### config.mk
export PLATFORM = sky130hd
export DESIGN_NAME = pcsu_chip_select
export DESIGN_NICKNAME = d
export VERILOG_FILES = /design/src/core/pcsu_chip_select.v
export VERILOG_INCLUDE_DIRS = /design/src /design/src/core
export SDC_FILE = /design/constraint.sdc
export NUM_CORES = 1
export LEC_CHECK = 0
export BUFFER_PORTS_ARGS = -buffer_cell sky130_fd_sc_hd__buf_2
export CORE_MARGIN = 1.5
export CORE_UTILIZATION = 40
export DETAILED_ROUTE_END_ITERATION = 8
export GPL_TIMING_DRIVEN = 0
export HOLD_SLACK_MARGIN = 0.05
export SETUP_SLACK_MARGIN = 0.02
export SLEW_MARGIN = 20
export SYNTH_ARGS = -nofsm -noshare
export SYNTH_HDL_FRONTEND = slang
export SYNTH_SLANG_ARGS = --single-unit
### constraint.sdc
create_clock -name mclk -period 25.3 [get_ports mclk]
set_input_delay 7.59 -clock mclk [delete_from_list [all_inputs] [get_ports mclk]]
set_output_delay 7.59 -clock mclk [all_outputs]
set_load 0.01 [all_outputs]
### src/core/pcsu_consts.vh
// Constants of the programmable chip-select unit
// Overview of operation
// - Ten selects, each with its own decode copy
// - Select asserts in the address bus state
// - Decode both processor and refresh cycles
// - Memory window 1 Kbyte, I/O window 64 bytes
// - Enabled, type match, above start, below stop
// - Never select peripheral register block accesses
// - Read, write, fetch memory; I/O read/write I/O
// - Interrupt acknowledge and halt never select
// - After reset only boot select is active
// - Start field versus A19:10 or A15:6, inclusive
// - Start field resets to all ones
// - Wait field sets minimum waits, resets fifteen
// - Bus ready extends cycle after minimum waits
// - Each select owns start and end registers
// - Stop field compared strictly less than
// - Skip-end bit extends window to space top
// - Space bit picks memory or I/O decode
// - Ready-enable bit makes cycle wait for ready
`ifndef PCSU_CONSTS_VH
`define PCSU_CONSTS_VH
`define PCSU_NUM_SEL        10
`define PCSU_LOW_SEL        8
`define PCSU_BOOT_SEL       9
`define PCSU_IDX_STATUS     5'h14
`define PCSU_BOUND_MSB      15
`define PCSU_BOUND_LSB      6
`define PCSU_WAIT_MSB       3
`define PCSU_WAIT_LSB       0
`define PCSU_ENABLE_BIT     5
`define PCSU_SKIPEND_BIT    3
`define PCSU_MEMSPACE_BIT   2
`define PCSU_RDYEN_BIT      0
`define PCSU_RST_BOUND      10'h3ff
`define PCSU_RST_WAIT       4'hf
`define PCSU_ST_MEMRD       3'h0
`define PCSU_ST_MEMWR       3'h1
`define PCSU_ST_FETCH       3'h2
`define PCSU_ST_IORD        3'h3
`define PCSU_ST_IOWR        3'h4
`define PCSU_ST_INTA        3'h5
`define PCSU_ST_HALT        3'h6
`define PCSU_ST_IDLE        3'h7
`endif

### src/core/pcsu_chip_select.v
// Chip-select decoder with ten windows, wait-state counter and ready override
`timescale 1ns/10ps
`include "pcsu_consts.vh"
module pcsu_chip_select
(
	input  wire        mclk,          // Bus clock
	input  wire        reset,         // Synchronous reset
	input  wire        clkEn,         // Freezes all state when low
	input  wire        cycleStart,    // Address state pulse of a bus cycle
	input  wire        cycleEnd,      // Last state pulse of a bus cycle
	input  wire [19:0] busAddr,       // Cycle address
	input  wire [2:0]  cycleStatus,   // Cycle type code
	input  wire        refreshCycle,  // Cycle started by refresh unit
	input  wire        pcbHit,        // Cycle hits peripheral register block
	input  wire        busReady,      // External ready pin
	input  wire        regWrite,      // Register write strobe
	input  wire        regRead,       // Register read strobe
	input  wire [4:0]  regIndex,      // Register index
	input  wire [15:0] regWdata,      // Register write data
	output reg  [15:0] regRdata_ff,   // Register read data
	output reg  [9:0]  selectN_ff,    // Active-low chip selects
	output reg         waitReq_ff,    // High while cycle must stretch
	output reg         busyClaim_ff   // High while a select is claimed
);
	// Per-select configuration
	reg  [9:0]  startBound_ff [0:9];  // Start window field
	reg  [3:0]  minWait_ff    [0:9];  // Minimum wait count
	reg  [9:0]  endBound_ff   [0:9];  // End window field
	reg  [9:0]  enable_ff;            // Select enable bits
	reg  [9:0]  skipEnd_ff;           // Skip end-check bits
	reg  [9:0]  memSpace_ff;          // Memory (1) or I/O (0) space
	reg  [9:0]  rdyEn_ff;             // Ready-enable bits
	// Ready pin synchroniser
	reg         rdySync1_ff;          // First stage
	reg         rdySync2_ff;          // Second stage
	reg         rdySync3_ff;          // Third stage
	reg         readyOk_ff;           // Filtered ready level
	// Wait state tracking
	reg  [3:0]  waitCount_ff;         // Remaining minimum waits
	reg         needRdy_ff;           // Claimed select honours ready
	reg  [3:0]  nxt_waitCount;        // Next wait count
	reg         nxt_needRdy;          // Next ready usage
	wire [9:0]  hitVec;               // Per-select match
	wire        memCycle;             // Cycle classed as memory
	wire        ioCycle;              // Cycle classed as I/O
	integer     k;                    // Loop index

	// Classify cycle; refresh counts as memory, INTA and HALT as neither
	assign memCycle = refreshCycle | (cycleStatus == `PCSU_ST_MEMRD)
		| (cycleStatus == `PCSU_ST_MEMWR) | (cycleStatus == `PCSU_ST_FETCH);
	assign ioCycle = ~refreshCycle & ((cycleStatus == `PCSU_ST_IORD)
		| (cycleStatus == `PCSU_ST_IOWR));

	// Picks the compared address bits for the space
	function [9:0] pickBits;
		input        isMem;
		input [19:0] addr;
		begin
			pickBits = isMem ? addr[19:10] : addr[15:6];
		end
	endfunction

	// Register write decode, start at even index, end at odd
	function isWrite;
		input       wr;
		input [4:0] idx;
		input [4:0] want;
		begin
			isWrite = wr & (idx == want);
		end
	endfunction

	// One duplicated decode and register set per select
	genvar g;
	generate
		for (g = 0; g < `PCSU_NUM_SEL; g = g + 1)
		begin : gSel
			wire [9:0] cmpAddr;  // Address bits for this select
			assign cmpAddr = pickBits(memSpace_ff[g], busAddr);
			// Match: enable, type, start, end, not control block
			assign hitVec[g] = enable_ff[g]
				& (memSpace_ff[g] ? memCycle : ioCycle)
				& (cmpAddr >= startBound_ff[g])
				& (skipEnd_ff[g] | (cmpAddr < endBound_ff[g]))
				& ~pcbHit;

			// Start and end register storage, reserved bits dropped
			always @(posedge mclk)
			begin
				if (reset)
				begin
					startBound_ff[g] <= `PCSU_RST_BOUND;
					minWait_ff[g]    <= `PCSU_RST_WAIT;
					endBound_ff[g]   <= `PCSU_RST_BOUND;
					enable_ff[g]     <= (g == `PCSU_BOOT_SEL);
					skipEnd_ff[g]    <= (g == `PCSU_BOOT_SEL);
					memSpace_ff[g]   <= 1'b1;
					rdyEn_ff[g]      <= 1'b1;
				end
				else if (clkEn)
				begin
					if (isWrite(regWrite, regIndex, 2 * g))
					begin
						// Start register
						startBound_ff[g] <= regWdata[`PCSU_BOUND_MSB:`PCSU_BOUND_LSB];
						minWait_ff[g]    <= regWdata[`PCSU_WAIT_MSB:`PCSU_WAIT_LSB];
					end
					else if (isWrite(regWrite, regIndex, 2 * g + 1))
					begin
						// End register
						endBound_ff[g] <= regWdata[`PCSU_BOUND_MSB:`PCSU_BOUND_LSB];
						enable_ff[g]   <= regWdata[`PCSU_ENABLE_BIT];
						skipEnd_ff[g]  <= regWdata[`PCSU_SKIPEND_BIT];
						memSpace_ff[g] <= regWdata[`PCSU_MEMSPACE_BIT];
						rdyEn_ff[g]    <= regWdata[`PCSU_RDYEN_BIT];
					end
				end
			end
		end
	endgenerate

	// Ready pin: three flops, change accepted when stages 2 and 3 agree
	always @(posedge mclk)
	begin
		if (reset)
		begin
			rdySync1_ff <= 1'b0;
			rdySync2_ff <= 1'b0;
			rdySync3_ff <= 1'b0;
			readyOk_ff  <= 1'b0;
		end
		else if (clkEn)
		begin
			rdySync1_ff <= busReady;
			rdySync2_ff <= rdySync1_ff;
			rdySync3_ff <= rdySync2_ff;
			if (rdySync2_ff == rdySync3_ff)
				readyOk_ff <= rdySync3_ff;
		end
	end

	// Claimed select's largest wait count and ready usage
	always @*
	begin
		nxt_waitCount = 4'h0;
		nxt_needRdy   = 1'b0;
		for (k = 0; k < `PCSU_NUM_SEL; k = k + 1)
		begin
			if (hitVec[k])
			begin
				if (minWait_ff[k] > nxt_waitCount)
					nxt_waitCount = minWait_ff[k];
				nxt_needRdy = nxt_needRdy | rdyEn_ff[k];
			end
		end
	end

	// Select outputs and wait generator over one bus cycle
	always @(posedge mclk)
	begin
		if (reset)
		begin
			selectN_ff   <= 10'h3ff;
			waitReq_ff   <= 1'b0;
			busyClaim_ff <= 1'b0;
			waitCount_ff <= 4'h0;
			needRdy_ff   <= 1'b0;
		end
		else if (clkEn)
		begin
			if (cycleEnd)
			begin
				// Drop all selects at cycle end
				selectN_ff   <= 10'h3ff;
				waitReq_ff   <= 1'b0;
				busyClaim_ff <= 1'b0;
				waitCount_ff <= 4'h0;
				needRdy_ff   <= 1'b0;
			end
			else if (cycleStart)
			begin
				// Assert with the address state
				selectN_ff   <= ~hitVec;
				busyClaim_ff <= |hitVec;
				waitCount_ff <= nxt_waitCount;
				needRdy_ff   <= nxt_needRdy;
				waitReq_ff   <= (nxt_waitCount != 4'h0) | (nxt_needRdy & ~readyOk_ff);
			end
			else if (busyClaim_ff)
			begin
				// Count minimum waits, then follow ready
				if (waitCount_ff != 4'h0)
				begin
					waitCount_ff <= waitCount_ff - 4'h1;
					waitReq_ff   <= (waitCount_ff != 4'h1) | (needRdy_ff & ~readyOk_ff);
				end
				else
					waitReq_ff <= needRdy_ff & ~readyOk_ff;
			end
		end
	end

	// Register read back; status shows selects currently driven
	always @(posedge mclk)
	begin
		if (reset)
			regRdata_ff <= 16'h0000;
		else if (clkEn && regRead)
		begin
			regRdata_ff <= 16'h0000;
			if (regIndex == `PCSU_IDX_STATUS)
				regRdata_ff <= {6'h00, ~selectN_ff};
			else if (regIndex < 5'h14)
			begin
				if (regIndex[0] == 1'b0)
					regRdata_ff <= {startBound_ff[regIndex[4:1]], 2'h0,
						minWait_ff[regIndex[4:1]]};
				else
					regRdata_ff <= {endBound_ff[regIndex[4:1]],
						enable_ff[regIndex[4:1]], 1'b0, skipEnd_ff[regIndex[4:1]],
						memSpace_ff[regIndex[4:1]], 1'b0, rdyEn_ff[regIndex[4:1]]};
			end
		end
	end
endmodule

==> results of run 1 <==
## layout by cell type (no fill, tap or decap), types with 19 or more instances in the layout
master	synthesis	routed
o21a_1	32	32
buf_2	2	48
a21o_1	27	27
a21oi_1	96	96
dfxtp_1	77	77
mux2i_1	50	50
or3_1	72	72
o22a_1	19	19
nand3_1	20	20
nor2_1	86	85
o21ai_0	92	86
nand2b_1	143	143
a211oi_1	29	29
mux2_2	106	106
nor3_1	41	38
o221ai_1	19	19
clkbuf_1	111	111
nand2_1	94	94
ha_1	222	222
inv_1	253	253
edfxtp_1	240	240
clkbuf_16	0	43
nor2b_1	19	19
mux4_2	59	59
or2_2	63	63
## cells by family (layout without fill, tap and decap cells)
| family | after synthesis | after routing |
|---|---|---|
| AOI/OAI and AO/OA | 443 | 443 |
| DFF | 317 | 317 |
| buffers and inverters | 383 | 506 |
| xor gates and xnor gates | 3 | 3 |
| muxes | 217 | 217 |
| other | 0 | 3 |
| and+or+nand+nor | 576 | 576 |
| adders and majority gates | 222 | 222 |
## critical path, delay by kind of cell
family          cells  cell delay (ps)
mux                 8             2570
compound gates     33             6620
buf+inv             9             1290
simple gates       19             3920
fa+ha+maj          10             2640
## sequential cells by signal, indices dropped and copies added, names as in the netlist
name,flops
memSpace_ff,10
readyOk_ff,1
waitCount_ff,4
rdyEn_ff,10
waitReq_ff,1
regRdata_ff,16
enable_ff,10
skipEnd_ff,10
rdySync3_ff,1
rdySync1_ff,1
minWait_ff,40
rdySync2_ff,1
busyClaim_ff,1
selectN_ff,10
needRdy_ff,1
startBound_ff,100
endBound_ff,100
## stage by stage
stage	area (um2)	util (%)
5_1_grt	25000	45.3
3_3_place_gp	23500	42.6
4_1_cts	25000	45.3
2_1_floorplan	22300	-
3_5_place_dp	23600	42.9
6_report	25000	45.3
## metal layers
layer  vias to the layer above  part of all wire [%]  wire, um
li1                       8052                     -         -
met1                      8708                    42     33200
met2                       819                    46     36100
met3                       171                   7.6      6010
met4                         0                   4.7      3740
met5                         -                     0         0
## power groups by stage
stage	registers (W)	clock network [W]	logic (W)
finish	0.000601	0.000580	0.000209
global placement	0.000612	0	0.000197
floorplan	0.000603	0	0.000133
detailed placement	0.000612	0	0.000203
global route	0.000603	0.000606	0.000227
CTS	0.000601	0.000584	0.000205
## layout make-up
cell class,count,area (um2),area share (%)
antenna,3,7.51,0.0301
buffer,128,495,1.98
clock buffer,51,1150,4.59
clock inverter,19,175,0.701
inverter,254,953,3.82
multi-input combinational,1461,12200,48.7
sequential,317,8750,35.0
tap,748,936,3.75
timing repair buffer,54,342,1.37
## how the worst max path moves through the flow
stage | to | slack (ps) | depth (start not counted)
floorplan | waitCount_ff[2]$_SDFFE_PP0P_ | 3090 | 78
global placement | waitReq_ff$_SDFFE_PP0P_ | 1000 | 82
detailed placement | waitCount_ff[0]$_SDFFE_PP0P_ | 360 | 82
CTS | waitCount_ff[0]$_SDFFE_PP0P_ | 900 | 82
global route | waitCount_ff[0]$_SDFFE_PP0P_ | 40 | 81
finish | waitCount_ff[2]$_SDFFE_PP0P_ | 1160 | 79
==> metrics.cfg, run 1 <==
[global_route]
grt_pass1_wl_mm=115
grt_usage_pct=27.7
use_met3_pct=4.39
grt_use_met1_pct=36.6
grt_overflow=0
grt_pass1_vias=17600
met2_usage_pct=44.6
grt_max_degree=15
grt_antenna_before_repair=3
busiest_layer=met2

[drt]
vias_per_cell=5.85
wl_per_cell_um=26.0
vias=17800
drt_first_pass_iters=5
totalWireLength_mm=79.0
antenna_left=0
drt_iter0_drc=1924
drc=0

[clock_network]
cts_buffers=38
clock_sinks=317
post_cts_resized=0
cts_hold_buffers=0
clock_path_buffers=3
cts_root_buf=clkbuf_16
cts_tree=built
clk_latency_ps=580
postCtsSetupBuffers=0
htreeDepth=2
path_clk_slew_ps=60

[floorplan]
dieWidth_um=239
rows=86
io_pins=82
start_util_pct=40.5
core-area_um2=55100
die_height_um=239
dieArea_um2=57200

[worst_setup_path]
regToRegEndpoint=waitCount_ff[2]$_SDFFE_PP0P_
cp_common_cell=ha_1
cp_max_fo=10
max_stage_delay_ps=630
endpoint_kind=flip-flop
slowest_stage=clkbuf_1
crit_path_start_kind=input port
r2r_cells=78
r2r_slack_ps=7320
crit_type=input port to flip-flop
setup.worst_path.start=busAddr[12]
critical_path_arrival_ps=24630
worst_r2r_startpoint=memSpace_ff[0]$_SDFFE_PP1P_
crit_required_ps=25790

[logic_synthesis]
synth-edff-count=240
synth-async-reset-ratio_pct=0
ys_ff_latch=317
syn-num-nets=2437
muxShareOfSynthArea_pct=13.7
synth_common_cells=inv_1 (253), edfxtp_1 (240), ha_1 (222)
synth_cell_types=90
synth_top_flop_cell=edfxtp_1
synth_top_area_cell=edfxtp_1
synth-simple-area-share_pct=14.1
synth_top_area_share_pct=32.3
ys_warn_count=0
synth_compound_area_share_pct=14.0
synth.avg_cell_area_um2=10.3
synth_top_family_by_area=simple AND/OR/NAND/NOR gates
synth_xor_area_share_pct=0.118
syn_inst=2161
synth_adder_area_share_pct=12.5
synth_area_leaders=edfxtp_1 (32%), ha_1 (12%), dfxtp_1 (6.9%)
syn_area_um2=22300
synth_most_common_cell=inv_1
ys_seq_area_share_pct=39.2

[hold_path]
holdCritStartpoint=rdySync3_ff$_SDFFE_PP0P_
hp-class=flip-flop to flip-flop
min_to=readyOk_ff$_SDFFE_PP0P_
hold_depth=2

[power]
clkPwrFrac_pct=41.7
irDropWorstVdd_mv=0.0370
power.internal_w=0.00100
combinationalPowerShare_pct=15.0
switching_share_pct=27.8
power.switching_w=0.000387
p_seq_share_pct=43.3
power.density_nw_per_um2=55.7
finalPower_w=0.00139
p_leak_nw=9.84

[timing]
setup_viol=0
tns_ps=0
whs_ps=462
rsz0062_at_grt=no
period_needed_ps=24140
setup_ws_ps=1160
fmax_ghz=0.0414
worst_pin_slew_ps=1210
min_period_over_period_pct=95.4
maxSlewHeadroom_pct=19.5
finalMaxSlewViolations=0
finClkSkew_ps=26.6
hold_viol=0

[outcome]
outcome=finished, final reports clean

[layout]
drive_gt1_share_pct=17.2
fin_cells=3035
final_nets=2530
syn_to_final_growth_pct=11.9
fillers=5234

[placement]
dp_hpwl_mm=62.6
gp_congestion=0.971
port_buffers=45
place_ws_ps=364
place_inst=2963

[flow_run]
drv_cap=0

Power figures use the tool's default switching activity.
==> inputs of run 2 (changes only) <==
- clock period: 25.3 -> 23.4 ns (I/O delays scaled with it)
==> metrics.cfg, run 2 (synthesis gave the netlist of run 1 again) <==
[outcome]
outcome=finished, final reports clean

[timing]
period_needed_ps=22610
hold_viol=0
tns_ps=0
min_period_over_period_pct=96.6
fmax_ghz=0.0442
setup_viol=0
maxSlewHeadroom_pct=19.9
finClkSkew_ps=26.4
whs_ps=462
worst_pin_slew_ps=1200
finalMaxSlewViolations=0

[drt]
vias=17800
wl_per_cell_um=26.0
totalWireLength_mm=79.3
drc=0
drt_iter0_drc=1882
drt_first_pass_iters=5
vias_per_cell=5.85
antenna_left=0

[clock_network]
clock_sinks=317
clock_path_buffers=3
htreeDepth=2
path_clk_slew_ps=60
cts_hold_buffers=0
cts_root_buf=clkbuf_16
cts_tree=built
clk_latency_ps=580
cts_buffers=38

[floorplan]
rows=86
start_util_pct=40.5
dieArea_um2=57200
dieWidth_um=239
core-area_um2=55100
io_pins=82
die_height_um=239

[layout]
drive_gt1_share_pct=18.5
final_cell_mix=inv_1 (253), edfxtp_1 (240), ha_1 (222), nand2b_1 (143)
multi_input_area_um2=12300
layout_commonest_cell=inv_1
final_nets=2538
seq_area_um2=8750
fillers=5212
reg_top3=endBound_ff (100), startBound_ff (100), minWait_ff (40)
syn_to_final_growth_pct=12.9

[hold_path]
hp-class=flip-flop to flip-flop
min_to=readyOk_ff$_SDFFE_PP0P_
hold_depth=2
holdCritStartpoint=rdySync3_ff$_SDFFE_PP0P_

[global_route]
met2_usage_pct=44.3
grt_max_degree=20
grt_usage_pct=27.7
grt_pass1_vias=17600
busiest_layer=met2
use_met3_pct=4.39
grt_overflow=0
grt_pass1_wl_mm=115
grt_antenna_before_repair=3
grt_use_met1_pct=36.7

[worst_setup_path]
worst_r2r_startpoint=memSpace_ff[0]$_SDFFE_PP1P_
crit_required_ps=23850
cp_max_fo=10
critical_path_arrival_ps=23070
regToRegEndpoint=waitReq_ff$_SDFFE_PP0P_
r2r_slack_ps=6300
crit_path_start_kind=input port
slowest_stage=or4b_4
endpoint_kind=flip-flop
crit_type=input port to flip-flop
cp_common_cell=ha_1
max_stage_delay_ps=510
r2r_cells=80

[power]
p_leak_nw=9.91
power.density_nw_per_um2=59.8
irDropWorstVdd_mv=0.0404

[placement]
dp_hpwl_mm=62.6
gp_congestion=0.971
port_buffers=45

[flow_run]
drv_cap=0

[run 2: cell types whose count changed in the layout (fill, tap and decap cells not counted), moves of 3 or more]
cell,change
buf_2,+3
clkbuf_1,-5
o21ai_0,-4
buf_4,+9
a21oi_2,+3
o21ai_1,+3
a21oi_1,-3
[run 2: metal layers]
layer  vias up  wire [um]
met2       831      36200
met1      8726      33200
met4         0       3790
met3       175       6040
met5         -          0
li1       8088          -
[run 2: cell type report]
cell class	instances	share of cell area [%]
repair buffers	62	1.60
clock inverters	19	0.696
well taps	748	3.72
diodes	4	0.0398
clock buffers	51	4.55
plain buffers	128	2.00
flip-flops and latches	317	34.7
multi-input cells	1461	48.9
inverters	254	3.79
[run 2: through the flow]
stage	cells	utilization (%)	worst slack [ps]	total power, W	area [um2]
5_1_grt	3040	45.7	-48.1	0.00155	25200
3_3_place_gp	2954	42.6	-331	0.000875	23500
6_report	3044	45.7	786	0.00151	25200
4_1_cts	3032	45.3	28.2	0.00150	25000
2_1_floorplan	2161	-	1760	0.000796	22300
3_5_place_dp	2963	42.9	-966	0.000882	23600
[run 2: where the power goes]
part / switching (W) / internal [W] / leakage [nW]
Sequential: 0.0000205 / 0.000630 / 3.04
Clock: 0.000258 / 0.000369 / 0.653
Combinational: 0.000141 / 0.0000866 / 6.22
[run 2: critical path: cells and delay by family]
kind                       cells  cell delay (ps)
and+or+nand+nor               19             3790
muxes                          9             2840
adders and majority gates     10             2500
buffers and inverters          9             1080
AOI/OAI and AO/OA             33             5810
[run 2: worst max-delay path by stage]
| stage | from | end | slack (ps) | depth (start not counted) |
|---|---|---|---|---|
| 3_5_place_dp | busAddr[10] | waitCount_ff[0]$_SDFFE_PP0P_ | -970 | 82 |
| 4_1_cts | busAddr[12] | waitCount_ff[2]$_SDFFE_PP0P_ | 30 | 79 |
| 2_1_floorplan | busAddr[10] | waitCount_ff[2]$_SDFFE_PP0P_ | 1760 | 78 |
| 5_1_grt | busAddr[10] | waitReq_ff$_SDFFE_PP0P_ | -50 | 82 |
| 3_3_place_gp | busAddr[10] | waitReq_ff$_SDFFE_PP0P_ | -330 | 82 |
| 6_report | busAddr[15] | waitReq_ff$_SDFFE_PP0P_ | 790 | 80 |
[run 2: what timing repair did]
action,4_1_cts,5_1_grt
endpoints found under the setup margin,5,5
pin swaps,0,7
cloned,0,0
setup buffers,0,8
gates resized for setup,7,43
